--- config.mk ---
export PLATFORM = sky130hd
export DESIGN_NAME = pek_error_recorder
export DESIGN_NICKNAME = d
export VERILOG_FILES = /design/src/pek_pkg.sv /design/src/pek_bcd_check.sv /design/src/pek_ir_update.sv /design/src/pek_error_recorder.sv
export SDC_FILE = /design/constraint.sdc
export NUM_CORES = 1
export LEC_CHECK = 0
export ABC_CLOCK_PERIOD_IN_PS = 2700
export BUFFER_PORTS_ARGS = -buffer_cell sky130_fd_sc_hd__clkbuf_2
export CAP_MARGIN = 20
export CORE_UTILIZATION = 46
export DETAILED_ROUTE_END_ITERATION = 8
export GPL_TIMING_DRIVEN = 0
export MAX_ROUTING_LAYER = met4
export PLACE_DENSITY_LB_ADDON = 0.1
export SYNTH_ARGS = -nofsm -noshare
export SYNTH_HDL_FRONTEND = slang
export SYNTH_SLANG_ARGS = --single-unit
--- constraint.sdc ---
create_clock -name mclk -period 2.7 [get_ports mclk]
set_input_delay 0.405 -clock mclk [delete_from_list [all_inputs] [get_ports mclk]]
set_output_delay 0.405 -clock mclk [all_outputs]
set_load 0.01 [all_outputs]
--- src/pek_pkg.sv ---
// Purpose: shared constants for the program error recorder
// Assumes: APB with 32-bit data, word aligned registers
// Notes:   bit positions follow the fault status word layout
package pek_pkg;
    // Register byte offsets
    localparam logic [7:0] OFS_FAULT_STATUS   = 8'h00;
    localparam logic [7:0] OFS_IRQ_MASK       = 8'h04;
    localparam logic [7:0] OFS_CONTROL        = 8'h08;
    localparam logic [7:0] OFS_STOPPED_TASK   = 8'h0C;
    localparam logic [7:0] OFS_ADDR_LOW       = 8'h10;
    localparam logic [7:0] OFS_ADDR_HIGH      = 8'h14;
    localparam logic [7:0] OFS_FLAGS          = 8'h18;
    localparam logic [7:0] OFS_DIFF_COUNT     = 8'h1C;
    // Fault status bit positions
    localparam int BIT_PROC_ERR    = 8;
    localparam int BIT_IND_BCD     = 9;
    localparam int BIT_ILL_ACCESS  = 10;
    localparam int BIT_NO_END      = 11;
    localparam int BIT_TASK_ERR    = 12;
    localparam int BIT_DIFF_OVF    = 13;
    localparam int BIT_ILL_INSTR   = 14;
    localparam int BIT_UM_OVF      = 15;
    // Control bit positions
    localparam int CTL_PROC_FATAL  = 0;
    localparam int CTL_ACC_FATAL   = 1;
    localparam int CTL_BCD_MODE    = 2;
    localparam int CTL_RUN_REQ     = 3;
    // Flag word bit positions
    localparam int FLG_INSTR_ERR   = 0;
    localparam int FLG_ACCESS_ERR  = 1;
    localparam int FLG_HALTED      = 2;
    // Reset values
    localparam logic [15:0] RST_WORD     = 16'h0000;
    localparam logic [3:0]  RST_CONTROL  = 4'h0;
    // Task number encoding
    localparam logic [15:0] TASK_INT_BASE  = 16'h8000;
    localparam logic [15:0] TASK_CYC_MAX   = 16'h001F;
    localparam logic [15:0] TASK_INT_MAX   = 16'h80FF;
    // Differentiation edit limit
    localparam int          DIFF_LIMIT     = 31072;
    // Halt state machine
    typedef enum logic [1:0] {
        PEK_RUN    = 2'b00,
        PEK_HALT   = 2'b01
    } pek_state_e;
endpackage : pek_pkg

--- src/pek_bcd_check.sv ---
// Purpose: flags a 16-bit word holding any non-decimal nibble
// Assumes: pointer word presented combinationally
// Notes:   one instance per checked word
`timescale 1ns/1ps
`default_nettype none
module pek_bcd_check #(
    parameter int DIGITS = 4
) (
    // Word under test
    input  wire logic [4*DIGITS-1:0] word,
    // Result
    output logic                     notBcd
);
    logic [DIGITS-1:0] digitBad;
    genvar g;
    generate
        for (g = 0; g < DIGITS; g++) begin : gDigit
            assign digitBad[g] = (word[4*g+3 -: 4] > 4'h9);
        end
    endgenerate
    assign notBcd = |digitBad;
endmodule : pek_bcd_check
`default_nettype wire

--- src/pek_ir_update.sv ---
// Purpose: index register auto increment and decrement
// Assumes: step of one or two per executed instruction
// Notes:   update is independent of error outcome
`timescale 1ns/1ps
`default_nettype none
module pek_ir_update #(
    parameter int WIDTH = 32
) (
    // Current value and mode
    input  wire logic [WIDTH-1:0] irValue,
    input  wire logic             incEn,
    input  wire logic             decEn,
    input  wire logic             stepTwo,
    // Updated value
    output logic      [WIDTH-1:0] irNext
);
    wire logic [WIDTH-1:0] step;
    assign step   = stepTwo ? WIDTH'(2) : WIDTH'(1);
    assign irNext = incEn ? irValue + step : (decEn ? irValue - step : irValue);
endmodule : pek_ir_update
`default_nettype wire

--- src/pek_error_recorder.sv ---
// Purpose: classify run time program faults, record them, halt execution
// Assumes: engine pulses are one cycle, synchronous to mclk
// Notes:   registers reached over APB; one level interrupt
//
// How it works
// RQ1: Operand error sets instruction flag; fatal setting adds status bit and halt.
// RQ2: Access error sets access flag; fatal setting adds access, BCD bits, halt.
// RQ3: Unexecutable instruction sets its status bit and always halts.
// RQ4: Running past program memory end sets overflow bit and halts.
// RQ5: Halt stores task number: cyclic 0000-001F, interrupt 8000-80FF.
// RQ6: Halt stores program address, upper half high word, lower half low word.
// RQ7: Missing end instruction sets its bit and counts as program error.
// RQ8: Task error bit for no cyclic task, empty task, missing interrupt task.
// RQ9: Access error detected from five distinct causes.
// RQ10: Non-BCD pointer in BCD mode sets access flag and BCD bit.
// RQ11: Too many differentiated online edits set the overflow bit.
// RQ12: Index register auto update happens even when an error flag rises.
// RQ13: Status words hold until software clear or reset; captured words hold until the next halt or reset.
//
// Local design decisions: the register offsets and register access over APB.
`timescale 1ns/1ps
`default_nettype none
module pek_error_recorder #(
    parameter int IR_WIDTH   = 32,
    parameter int DIFF_MAX   = pek_pkg::DIFF_LIMIT
) (
    // Clock and reset
    input  wire logic                 mclk,
    input  wire logic                 rst,
    // APB slave
    input  wire logic                 psel,
    input  wire logic                 penable,
    input  wire logic                 pwrite,
    input  wire logic [7:0]           paddr,
    input  wire logic [31:0]          pwdata,
    output logic      [31:0]          prdata,
    output logic                      pready,
    output logic                      pslverr,
    // Execution engine events
    input  wire logic                 instrExec,
    input  wire logic                 operandErr,
    input  wire logic                 paramAreaAccess,
    input  wire logic                 uninstalledWrite,
    input  wire logic                 fileBankAccess,
    input  wire logic                 readOnlyWrite,
    input  wire logic                 indirectUse,
    input  wire logic [15:0]          pointerWord,
    input  wire logic                 illegalInstr,
    input  wire logic                 umOverflow,
    input  wire logic                 noEndInstr,
    input  wire logic                 noCyclicTask,
    input  wire logic                 taskNoProgram,
    input  wire logic                 missingIntTask,
    input  wire logic                 diffEdit,
    // Engine context
    input  wire logic                 taskIsInterrupt,
    input  wire logic [7:0]           taskIndex,
    input  wire logic [31:0]          programAddr,
    // Index register port
    input  wire logic [IR_WIDTH-1:0]  irValue,
    input  wire logic                 irInc,
    input  wire logic                 irDec,
    input  wire logic                 irStepTwo,
    output logic      [IR_WIDTH-1:0]  irNext,
    // Status to engine
    output logic                      haltExec,
    output logic                      instructionErrorFlag,
    output logic                      accessErrorFlag,
    output logic                      irq
);
    logic [15:0]         faultStatus_q;
    logic [15:0]         faultStatus_d;
    logic [15:0]         irqMask_q;
    logic [3:0]          control_q;
    logic [15:0]         stoppedTask_q;
    logic [15:0]         addrLow_q;
    logic [15:0]         addrHigh_q;
    logic                instrFlag_q;
    logic                accFlag_q;
    logic [16:0]         diffCount_q;
    pek_pkg::pek_state_e state_q;
    pek_pkg::pek_state_e state_d;

    // APB decode
    wire logic           apbWrite;
    wire logic           apbRead;
    wire logic           hitStatus;
    wire logic           hitMask;
    wire logic           hitControl;
    wire logic           hitMapped;
    assign apbWrite   = psel && penable && pwrite;
    assign apbRead    = psel && penable && !pwrite;
    assign hitStatus  = (paddr == pek_pkg::OFS_FAULT_STATUS);
    assign hitMask    = (paddr == pek_pkg::OFS_IRQ_MASK);
    assign hitControl = (paddr == pek_pkg::OFS_CONTROL);
    assign hitMapped  = hitStatus || hitMask || hitControl
                        || (paddr == pek_pkg::OFS_STOPPED_TASK)
                        || (paddr == pek_pkg::OFS_ADDR_LOW)
                        || (paddr == pek_pkg::OFS_ADDR_HIGH)
                        || (paddr == pek_pkg::OFS_FLAGS)
                        || (paddr == pek_pkg::OFS_DIFF_COUNT);
    assign pready  = 1'b1;
    assign pslverr = psel && penable && !hitMapped;

    // Configuration bits
    wire logic procFatal;
    wire logic accFatal;
    wire logic bcdMode;
    assign procFatal = control_q[pek_pkg::CTL_PROC_FATAL];
    assign accFatal  = control_q[pek_pkg::CTL_ACC_FATAL];
    assign bcdMode   = control_q[pek_pkg::CTL_BCD_MODE];

    // RQ10: pointer digit check
    wire logic pointerNotBcd;
    pek_bcd_check #(
        .DIGITS (4)
    ) uBcd (
        .word   (pointerWord),
        .notBcd (pointerNotBcd)
    );
    wire logic bcdErr;
    assign bcdErr = indirectUse && bcdMode && pointerNotBcd;

    // RQ9: five access causes
    wire logic accessErr;
    assign accessErr = paramAreaAccess || uninstalledWrite || fileBankAccess
                       || readOnlyWrite || bcdErr;

    // RQ8: task error causes
    wire logic taskErr;
    assign taskErr = noCyclicTask || taskNoProgram || missingIntTask;

    // RQ11: edit counter limit
    wire logic diffOvf;
    assign diffOvf = diffEdit && (diffCount_q >= 17'(DIFF_MAX));

    // Fatal event collection
    wire logic procFatalEv;
    wire logic accFatalEv;
    wire logic stopEv;
    assign procFatalEv = operandErr && procFatal;
    assign accFatalEv  = accessErr && accFatal;
    // RQ3: halt causes, the always halting faults plus fatal operand and access errors
    assign stopEv = procFatalEv || accFatalEv || illegalInstr || umOverflow
                    || noEndInstr || taskErr || diffOvf;

    // Status set mask
    logic [15:0] setBits;
    always_comb begin
        setBits = 16'h0000;
        // RQ1: fatal operand error bit
        setBits[pek_pkg::BIT_PROC_ERR]   = procFatalEv;
        // RQ2: fatal access bits
        setBits[pek_pkg::BIT_ILL_ACCESS] = accFatalEv;
        setBits[pek_pkg::BIT_IND_BCD]    = accFatalEv || bcdErr;
        setBits[pek_pkg::BIT_ILL_INSTR]  = illegalInstr;
        // RQ4: memory end overflow
        setBits[pek_pkg::BIT_UM_OVF]     = umOverflow;
        // RQ7: missing end bit
        setBits[pek_pkg::BIT_NO_END]     = noEndInstr;
        setBits[pek_pkg::BIT_TASK_ERR]   = taskErr;
        setBits[pek_pkg::BIT_DIFF_OVF]   = diffOvf;
    end

    // RQ13: write one to clear, set wins
    wire logic [15:0] clrBits;
    assign clrBits       = (apbWrite && hitStatus) ? pwdata[15:0] : 16'h0000;
    assign faultStatus_d = (faultStatus_q & ~clrBits) | setBits;

    // Halt machine: stays halted until software run request
    wire logic runReq;
    assign runReq = apbWrite && hitControl && pwdata[pek_pkg::CTL_RUN_REQ];
    always_comb begin
        state_d = state_q;
        unique case (state_q)
            pek_pkg::PEK_RUN:  if (stopEv) state_d = pek_pkg::PEK_HALT;
            pek_pkg::PEK_HALT: if (runReq && !stopEv) state_d = pek_pkg::PEK_RUN;
        endcase
    end
    wire logic capture;
    assign capture = stopEv && (state_q == pek_pkg::PEK_RUN);

    // RQ5: task number encoding
    wire logic [15:0] taskCode;
    assign taskCode = taskIsInterrupt ? (pek_pkg::TASK_INT_BASE | {8'h00, taskIndex})
                                      : {11'h000, taskIndex[4:0]};

    always_ff @(posedge mclk) begin
        if (rst) begin
            state_q       <= pek_pkg::PEK_RUN;
            faultStatus_q <= pek_pkg::RST_WORD;
        end else begin
            state_q       <= state_d;
            faultStatus_q <= faultStatus_d;
        end
    end

    always_ff @(posedge mclk) begin
        if (rst) begin
            irqMask_q <= pek_pkg::RST_WORD;
            control_q <= pek_pkg::RST_CONTROL;
        end else begin
            if (apbWrite && hitMask) irqMask_q <= pwdata[15:0];
            if (apbWrite && hitControl) control_q <= {1'b0, pwdata[2:0]};
        end
    end

    // RQ6: capture address halves
    always_ff @(posedge mclk) begin
        if (rst) begin
            stoppedTask_q <= pek_pkg::RST_WORD;
            addrLow_q     <= pek_pkg::RST_WORD;
            addrHigh_q    <= pek_pkg::RST_WORD;
        end else if (capture) begin
            stoppedTask_q <= taskCode;
            addrLow_q     <= programAddr[15:0];
            addrHigh_q    <= programAddr[31:16];
        end
    end

    // RQ1: sticky error flags, write one clears
    wire logic flagClr;
    assign flagClr = apbWrite && (paddr == pek_pkg::OFS_FLAGS);
    always_ff @(posedge mclk) begin
        if (rst) begin
            instrFlag_q <= 1'b0;
            accFlag_q   <= 1'b0;
        end else begin
            instrFlag_q <= operandErr
                           || (instrFlag_q && !(flagClr && pwdata[pek_pkg::FLG_INSTR_ERR]));
            // RQ2: access flag set
            accFlag_q   <= accessErr
                           || (accFlag_q && !(flagClr && pwdata[pek_pkg::FLG_ACCESS_ERR]));
        end
    end

    // RQ11: edit counter
    always_ff @(posedge mclk) begin
        if (rst) begin
            diffCount_q <= 17'h00000;
        end else if (diffEdit && !diffOvf) begin
            diffCount_q <= diffCount_q + 17'h00001;
        end
    end

    // RQ12: index register update regardless of error
    pek_ir_update #(
        .WIDTH   (IR_WIDTH)
    ) uIr (
        .irValue (irValue),
        .incEn   (instrExec && irInc),
        .decEn   (instrExec && irDec),
        .stepTwo (irStepTwo),
        .irNext  (irNext)
    );

    // Read mux
    always_comb begin
        prdata = 32'h00000000;
        if (apbRead) begin
            unique case (paddr)
                pek_pkg::OFS_FAULT_STATUS: prdata = {16'h0000, faultStatus_q};
                pek_pkg::OFS_IRQ_MASK:     prdata = {16'h0000, irqMask_q};
                pek_pkg::OFS_CONTROL:      prdata = {28'h0000000, 1'b0, control_q[2:0]};
                pek_pkg::OFS_STOPPED_TASK: prdata = {16'h0000, stoppedTask_q};
                pek_pkg::OFS_ADDR_LOW:     prdata = {16'h0000, addrLow_q};
                pek_pkg::OFS_ADDR_HIGH:    prdata = {16'h0000, addrHigh_q};
                pek_pkg::OFS_FLAGS:        prdata = {29'h00000000, haltExec, accFlag_q, instrFlag_q};
                pek_pkg::OFS_DIFF_COUNT:   prdata = {15'h0000, diffCount_q};
                default:                   prdata = 32'h00000000;
            endcase
        end
    end

    assign haltExec             = (state_q == pek_pkg::PEK_HALT);
    assign instructionErrorFlag = instrFlag_q;
    assign accessErrorFlag      = accFlag_q;
    // Level interrupt from unmasked sticky bits
    assign irq = |(faultStatus_q & irqMask_q);
endmodule : pek_error_recorder
`default_nettype wire

-- Yosys cells after proc, flatten, opt, wreduce, memory -nomap -nowiden
Cells that the tools add are included.
W data, S select, Z words.
- word-level logic and storage cells: 98
- register bits after elaboration: 104
- reductions and logical operators: 56
- bitwise operators: 4
- magnitude comparators: 5
- mux-type cells: 10
- equal/unequal tests: 10
- add/sub/neg operators: 3
- operators by type and width (cell ; number):
    $pmux W17 S8 ; 1
    $mux W32 ; 3
    $add A32 B32 Y32 ; 1
    $and A16 B16 Y16 ; 2
    $eq A8 B5 Y1 const B ; 4
    $mux W16 ; 2
    $sub A32 B32 Y32 ; 1
    $logic_and A1 B1 Y1 ; 23
    $logic_or A1 B1 Y1 ; 22
    $add A17 B1 Y17 const B ; 1
    $ge A17 B15 Y1 const B ; 1
    $eq A8 B4 Y1 const B ; 2
    $gt A4 B4 Y1 const B ; 4
    $not A16 Y16 ; 1
    $or A16 B16 Y16 ; 1
    $reduce_or A16 Y1 ; 1
    $eq A8 B3 Y1 const B ; 1
    $logic_not A8 Y1 ; 1
    $logic_not A1 Y1 ; 6
    $mux W2 ; 3
    $pmux W2 S2 ; 1
    $reduce_or A4 Y1 ; 1
    $eq A2 B1 Y1 const B ; 1
    $logic_not A2 Y1 ; 1
    other kinds (3) ; 3

-- Depth between registers and ports, before layout
- depth in word-level cells: 15
- gate-level depth with buffers: 9
- mapped depth without buffers: 9

-- Hierarchy
Synthesis repeated with hierarchy kept, for this count alone.
- cell total of the unflattened synthesis: 804
- area total of the unflattened synthesis: 6522.5 µm²
- modules (own cells, without submodules) (module ; sequential area each (µm²) ; area an instance (µm²) ; cells each ; instances):
    pek_error_recorder ; 1921.8 ; 5216.3 ; 608 ; 1
    pek_ir_update ; 0.0 ; 1280.0 ; 191 ; 1
    pek_bcd_check ; 0.0 ; 26.3 ; 5 ; 1

-- Least setup slack after synthesis
Ideal clock, no wire load.
- kind: input port to output port
- from: in irStepTwo
- to: out irNext[24]
- arrival: 2.354 ns
- stages: 9
- slack: -0.059 ns
- path buffers: 0
- cell sequence: inv_1 > ha_1 > inv_1 > fa_1 > nand4b_1 > nor3_1 > nand4_1 > a221oi_2 > xor2_1
- word-level cells in the longest chain between the ends: 4
- elaborated cells between the ends (all ways): 5
- classes of those cells: 2 x add/sub; 3 x mux
- RTL lines (element ; RTL line ; source):
    start, declared ; pek_error_recorder.sv:63 ; input wire logic irStepTwo,
    $mux W2 (*) ; pek_ir_update.sv:18 ; assign step = stepTwo ? WIDTH'(2) : WIDTH'(1);
    $sub A32 B32 Y32 ; pek_ir_update.sv:19 ; assign irNext = incEn ? irValue + step : (decEn ? irValue - step : irValue);
    $mux W32 ; pek_ir_update.sv:19 ;
    $mux W32 (*) ; pek_ir_update.sv:19 ;
    end, declared ; pek_error_recorder.sv:64 ; output logic [IR_WIDTH-1:0] irNext,
Every way passes the cells marked *; elsewhere a longest branch is shown, timed or not.

-- Worst setup path in the final report
Same ends and word-level chain as after synthesis.

==> flow_metrics.py <==
metrics = {
    "drt": {
        "vias": 6455,
        "first_pass_iters": 5,
        "ant_nets": 0,
        "drt_iter0_drc": 556,
        "viasPerCell": 5.550,
        "drc_errors": 0,
        "drt-total-wl_microns": 19960,
        "routedWlPerCell_microns": 17.16,
    },
    "run": {
        "cap_viol_max_count": 0,
    },
    "layout": {
        "finalNetCount": 1141,
        "mostFrequentLayoutCells": "clkbuf_2 (162), dfxtp_1 (96), nand2b_1 (86), mux2i_1 (78), nor2_1 (71)",
        "syn_to_final_growth_pct": 29.24,
        "fillers": 1266,
        "final_common_cell": "clkbuf_2",
        "layout-drive-gt1-share": 0.3181,
        "finalNonFillerCells": 1163,
        "antenna_cells": 0,
    },
    "clock_network": {
        "cts_sinks": 96,
        "clk_pin_slew_worst_paths_ns": 0.06,
        "cts_tree": "yes",
        "clockRootBuffer": "clkbuf_16",
        "clk_latency_ns": 0.35,
        "cts.hold.buffers_added": 0,
        "cts_made_buffers": 9,
        "h-tree-depth": 3,
        "cts.path.max_buffers": 2,
    },
    "placed_design": {
        "place.gp.congestion": 0.9305,
        "dp.cells": 1134,
        "dpl.hpwl_microns": 15350,
        "place_ws_ns": -0.5746,
        "port_buffers": 175,
    },
    "yosys": {
        "syn-mean-instance-area_sq_um": 8.413,
        "synthArstFlopShare": 0,
        "yosys_warnings": 0,
        "yosysSeqAreaShare": 0.2970,
        "syn_area_sq_um": 6470,
        "syn_inst": 769,
        "synthTopCellsByArea": "dfxtp_1 (30%), mux2i_1 (12%), nand2b_1 (8.3%)",
        "ys_types": 71,
        "ys.flop_type": "dfxtp_1",
        "synth_edf_count": 0,
        "yosys.area.top_type": "dfxtp_1",
        "ys_ff_latch": 96,
        "synth_top_area_share": 0.2970,
    },
    "sta": {
        "tns_ns": -0.1727,
        "worst_pin_slew_ns": 0.7031,
        "holdWs_ns": 0.2452,
        "min_period_ns": 2.776,
        "hold_violations": 0,
        "finalClockSkew_ns": 0.01080,
        "maxSlewHeadroom": 0.5191,
        "timing.final.ws_setup_ns": -0.07569,
        "final_max_slew_viol_count": 0,
        "setup_viol": 7,
        "max_freq_mhz": 360.3,
        "period_share": 1.028,
        "rsz0062_at_grt": "true",
    },
    "floorplanning": {
        "start_util": 0.4809,
        "die_h_microns": 120.6,
        "dieArea_sq_um": 14540,
        "die_w_microns": 120.6,
        "core_sq_um": 13450,
        "io_pins": 221,
        "row_count": 42,
    },
    "global_routing": {
        "grt_pass1_vias": 5734,
        "grt_use_total": 0.2814,
        "grt_pass1_wl_microns": 30570,
        "antenna_found_initial": 0,
        "grt_max_degree": 20,
        "overflow": 0,
    },
    "min_path": {
        "min_from": "pwdata[5]",
        "hold_end": "faultStatus_q[5]",
        "hp-class": "input pin to flip-flop",
        "holdPathStages": 2,
    },
    "status": {
        "violations": "negative setup slack",
        "outcome": "finished with violations",
    },
    "worst_setup_path": {
        "crit_required_ns": 2.30,
        "worstSetupPathType": "input pin to output pin",
        "cp-start-kind": "input pin",
        "ff2ff_setup_slack_ns": 0.31,
        "cp_max_fo": 3,
        "r2r_end": "addrHigh_q[12]",
        "critPathCaptureType": "output pin",
        "regToRegStartpoint": "diffCount_q[11]",
        "reg2reg_depth": 8,
        "worstPathArrival_ns": 2.37,
    },
    "pwr": {
        "powerDensity_nw_per_um2": 401.1,
        "switchingPower_mw": 0.9276,
        "pwr-share-comb": 0.180,
        "swShare": 0.2766,
        "clkPwrFrac": 0.372,
        "leakagePower_nw": 3.462,
        "finalPower_mw": 3.354,
        "power.internal_mw": 2.426,
        "power.share.sequential": 0.448,
        "ir_drop_uv": 333.0,
    },
}
## registers in the layout, indices dropped and copies added (netlist names)
signal / cells
irqMask_q: 16
state_q: 1
stoppedTask_q: 9
diffCount_q: 17
addrHigh_q: 16
accessErrorFlag: 1
instructionErrorFlag: 1
faultStatus_q: 16
control_q: 3
addrLow_q: 16
## final cells by class
type	count	area [sq um]	area share
clock inverter	5	38.79	0.004639
multi-input combinational	604	4452	0.5324
buffer	65	361.6	0.04324
inverter	15	68.82	0.008230
clock buffer	11	252.7	0.03023
sequential	96	1922	0.2298
tap	176	220.2	0.02634
timing repair buffer	191	1046	0.1251
## synth_stat cells, drive strengths merged, types with 3 or more instances
| master | n |
|---|---|
| nand4b | 3 |
| nor2b | 7 |
| nand4 | 14 |
| a211oi | 17 |
| xnor2 | 24 |
| mux2 | 7 |
| inv | 15 |
| nor4b | 3 |
| or3 | 10 |
| or2 | 6 |
| ha | 6 |
| and4 | 3 |
| a311oi | 5 |
| and3 | 6 |
| nand3 | 13 |
| a31o | 4 |
| nand2b | 86 |
| mux4 | 7 |
| mux2i | 78 |
| buf | 28 |
| a221oi | 6 |
| o21ai | 27 |
| a31oi | 5 |
| dfxtp | 96 |
| a22o | 4 |
| xor2 | 17 |
| nand2 | 35 |
| and2 | 5 |
| a21oi | 28 |
| o22ai | 4 |
| nor3 | 23 |
| clkbuf | 40 |
| nor2 | 74 |
| o211ai | 5 |
| a22oi | 9 |
| or4 | 6 |
| nor4 | 11 |
## power groups by stage
stage | clock network [mW] | logic [mW] | registers [mW]
after floorplan | 0 | 0.332 | 1.52
after global placement | 0 | 0.559 | 1.53
after detailed placement | 0 | 0.565 | 1.53
after CTS | 1.27 | 0.591 | 1.50
after global routing | 1.34 | 0.661 | 1.51
final | 1.25 | 0.605 | 1.50
## logic make-up after synthesis
logic type      Yosys count  share of synthesized area
fa+ha+maj                 8                    0.01779
xor+xnor                 41                    0.05550
other cells               2                   0.001161
compound gates          135                     0.1443
buf+inv                  83                    0.06207
flops                    96                     0.2970
simple gates            312                     0.2649
mux                      92                     0.1572
## how the worst max path moves through the flow
stage | start | cells after the start | end
3_3_place_gp | irStepTwo | 10 | irNext[30]
3_5_place_dp | irStepTwo | 10 | irNext[30]
2_1_floorplan | irStepTwo | 8 | irNext[30]
6_report | irStepTwo | 11 | irNext[24]
5_1_grt | irStepTwo | 11 | irNext[24]
4_1_cts | irStepTwo | 11 | irNext[24]
## stage by stage
| step | util | cell area (sq um) |
|---|---|---|
| after detailed placement | 0.5667 | 7624 |
| after floorplan | - | 6528 |
| after global placement | 0.5667 | 7624 |
| after CTS | 0.6092 | 8195 |
| final | 0.6216 | 8362 |
| after global routing | 0.6216 | 8362 |
## timing repair
| action | CTS | global route |
|---|---|---|
| gates resized for setup | 44 | 56 |
| pin swaps | 21 | 17 |
| setup endpoints to repair | 40 | 38 |
| buffers inserted | 14 | 4 |
## per-layer routing
metal  wire length (microns)  vias to the layer above  track usage
li1                        -                     3150            -
met1                    8883                     2982       0.3759
met2                    9316                      293       0.4411
met3                    1382                       30      0.04009
met4                     378                        0      0.08565
met5                       0                        -            -
## worst max-delay path, cell delays in order
cell	delay, ns
clkbuf_16	0.13
clkinv_8	0.05
ha_4	0.12
inv_2	0.03
fa_2	0.33
nand4b_1	0.26
nor3_2	0.23
nand4_1	0.19
a221oi_2	0.31
xor2_1	0.16
buf_2	0.15
(Power assumes the default switching activity.)
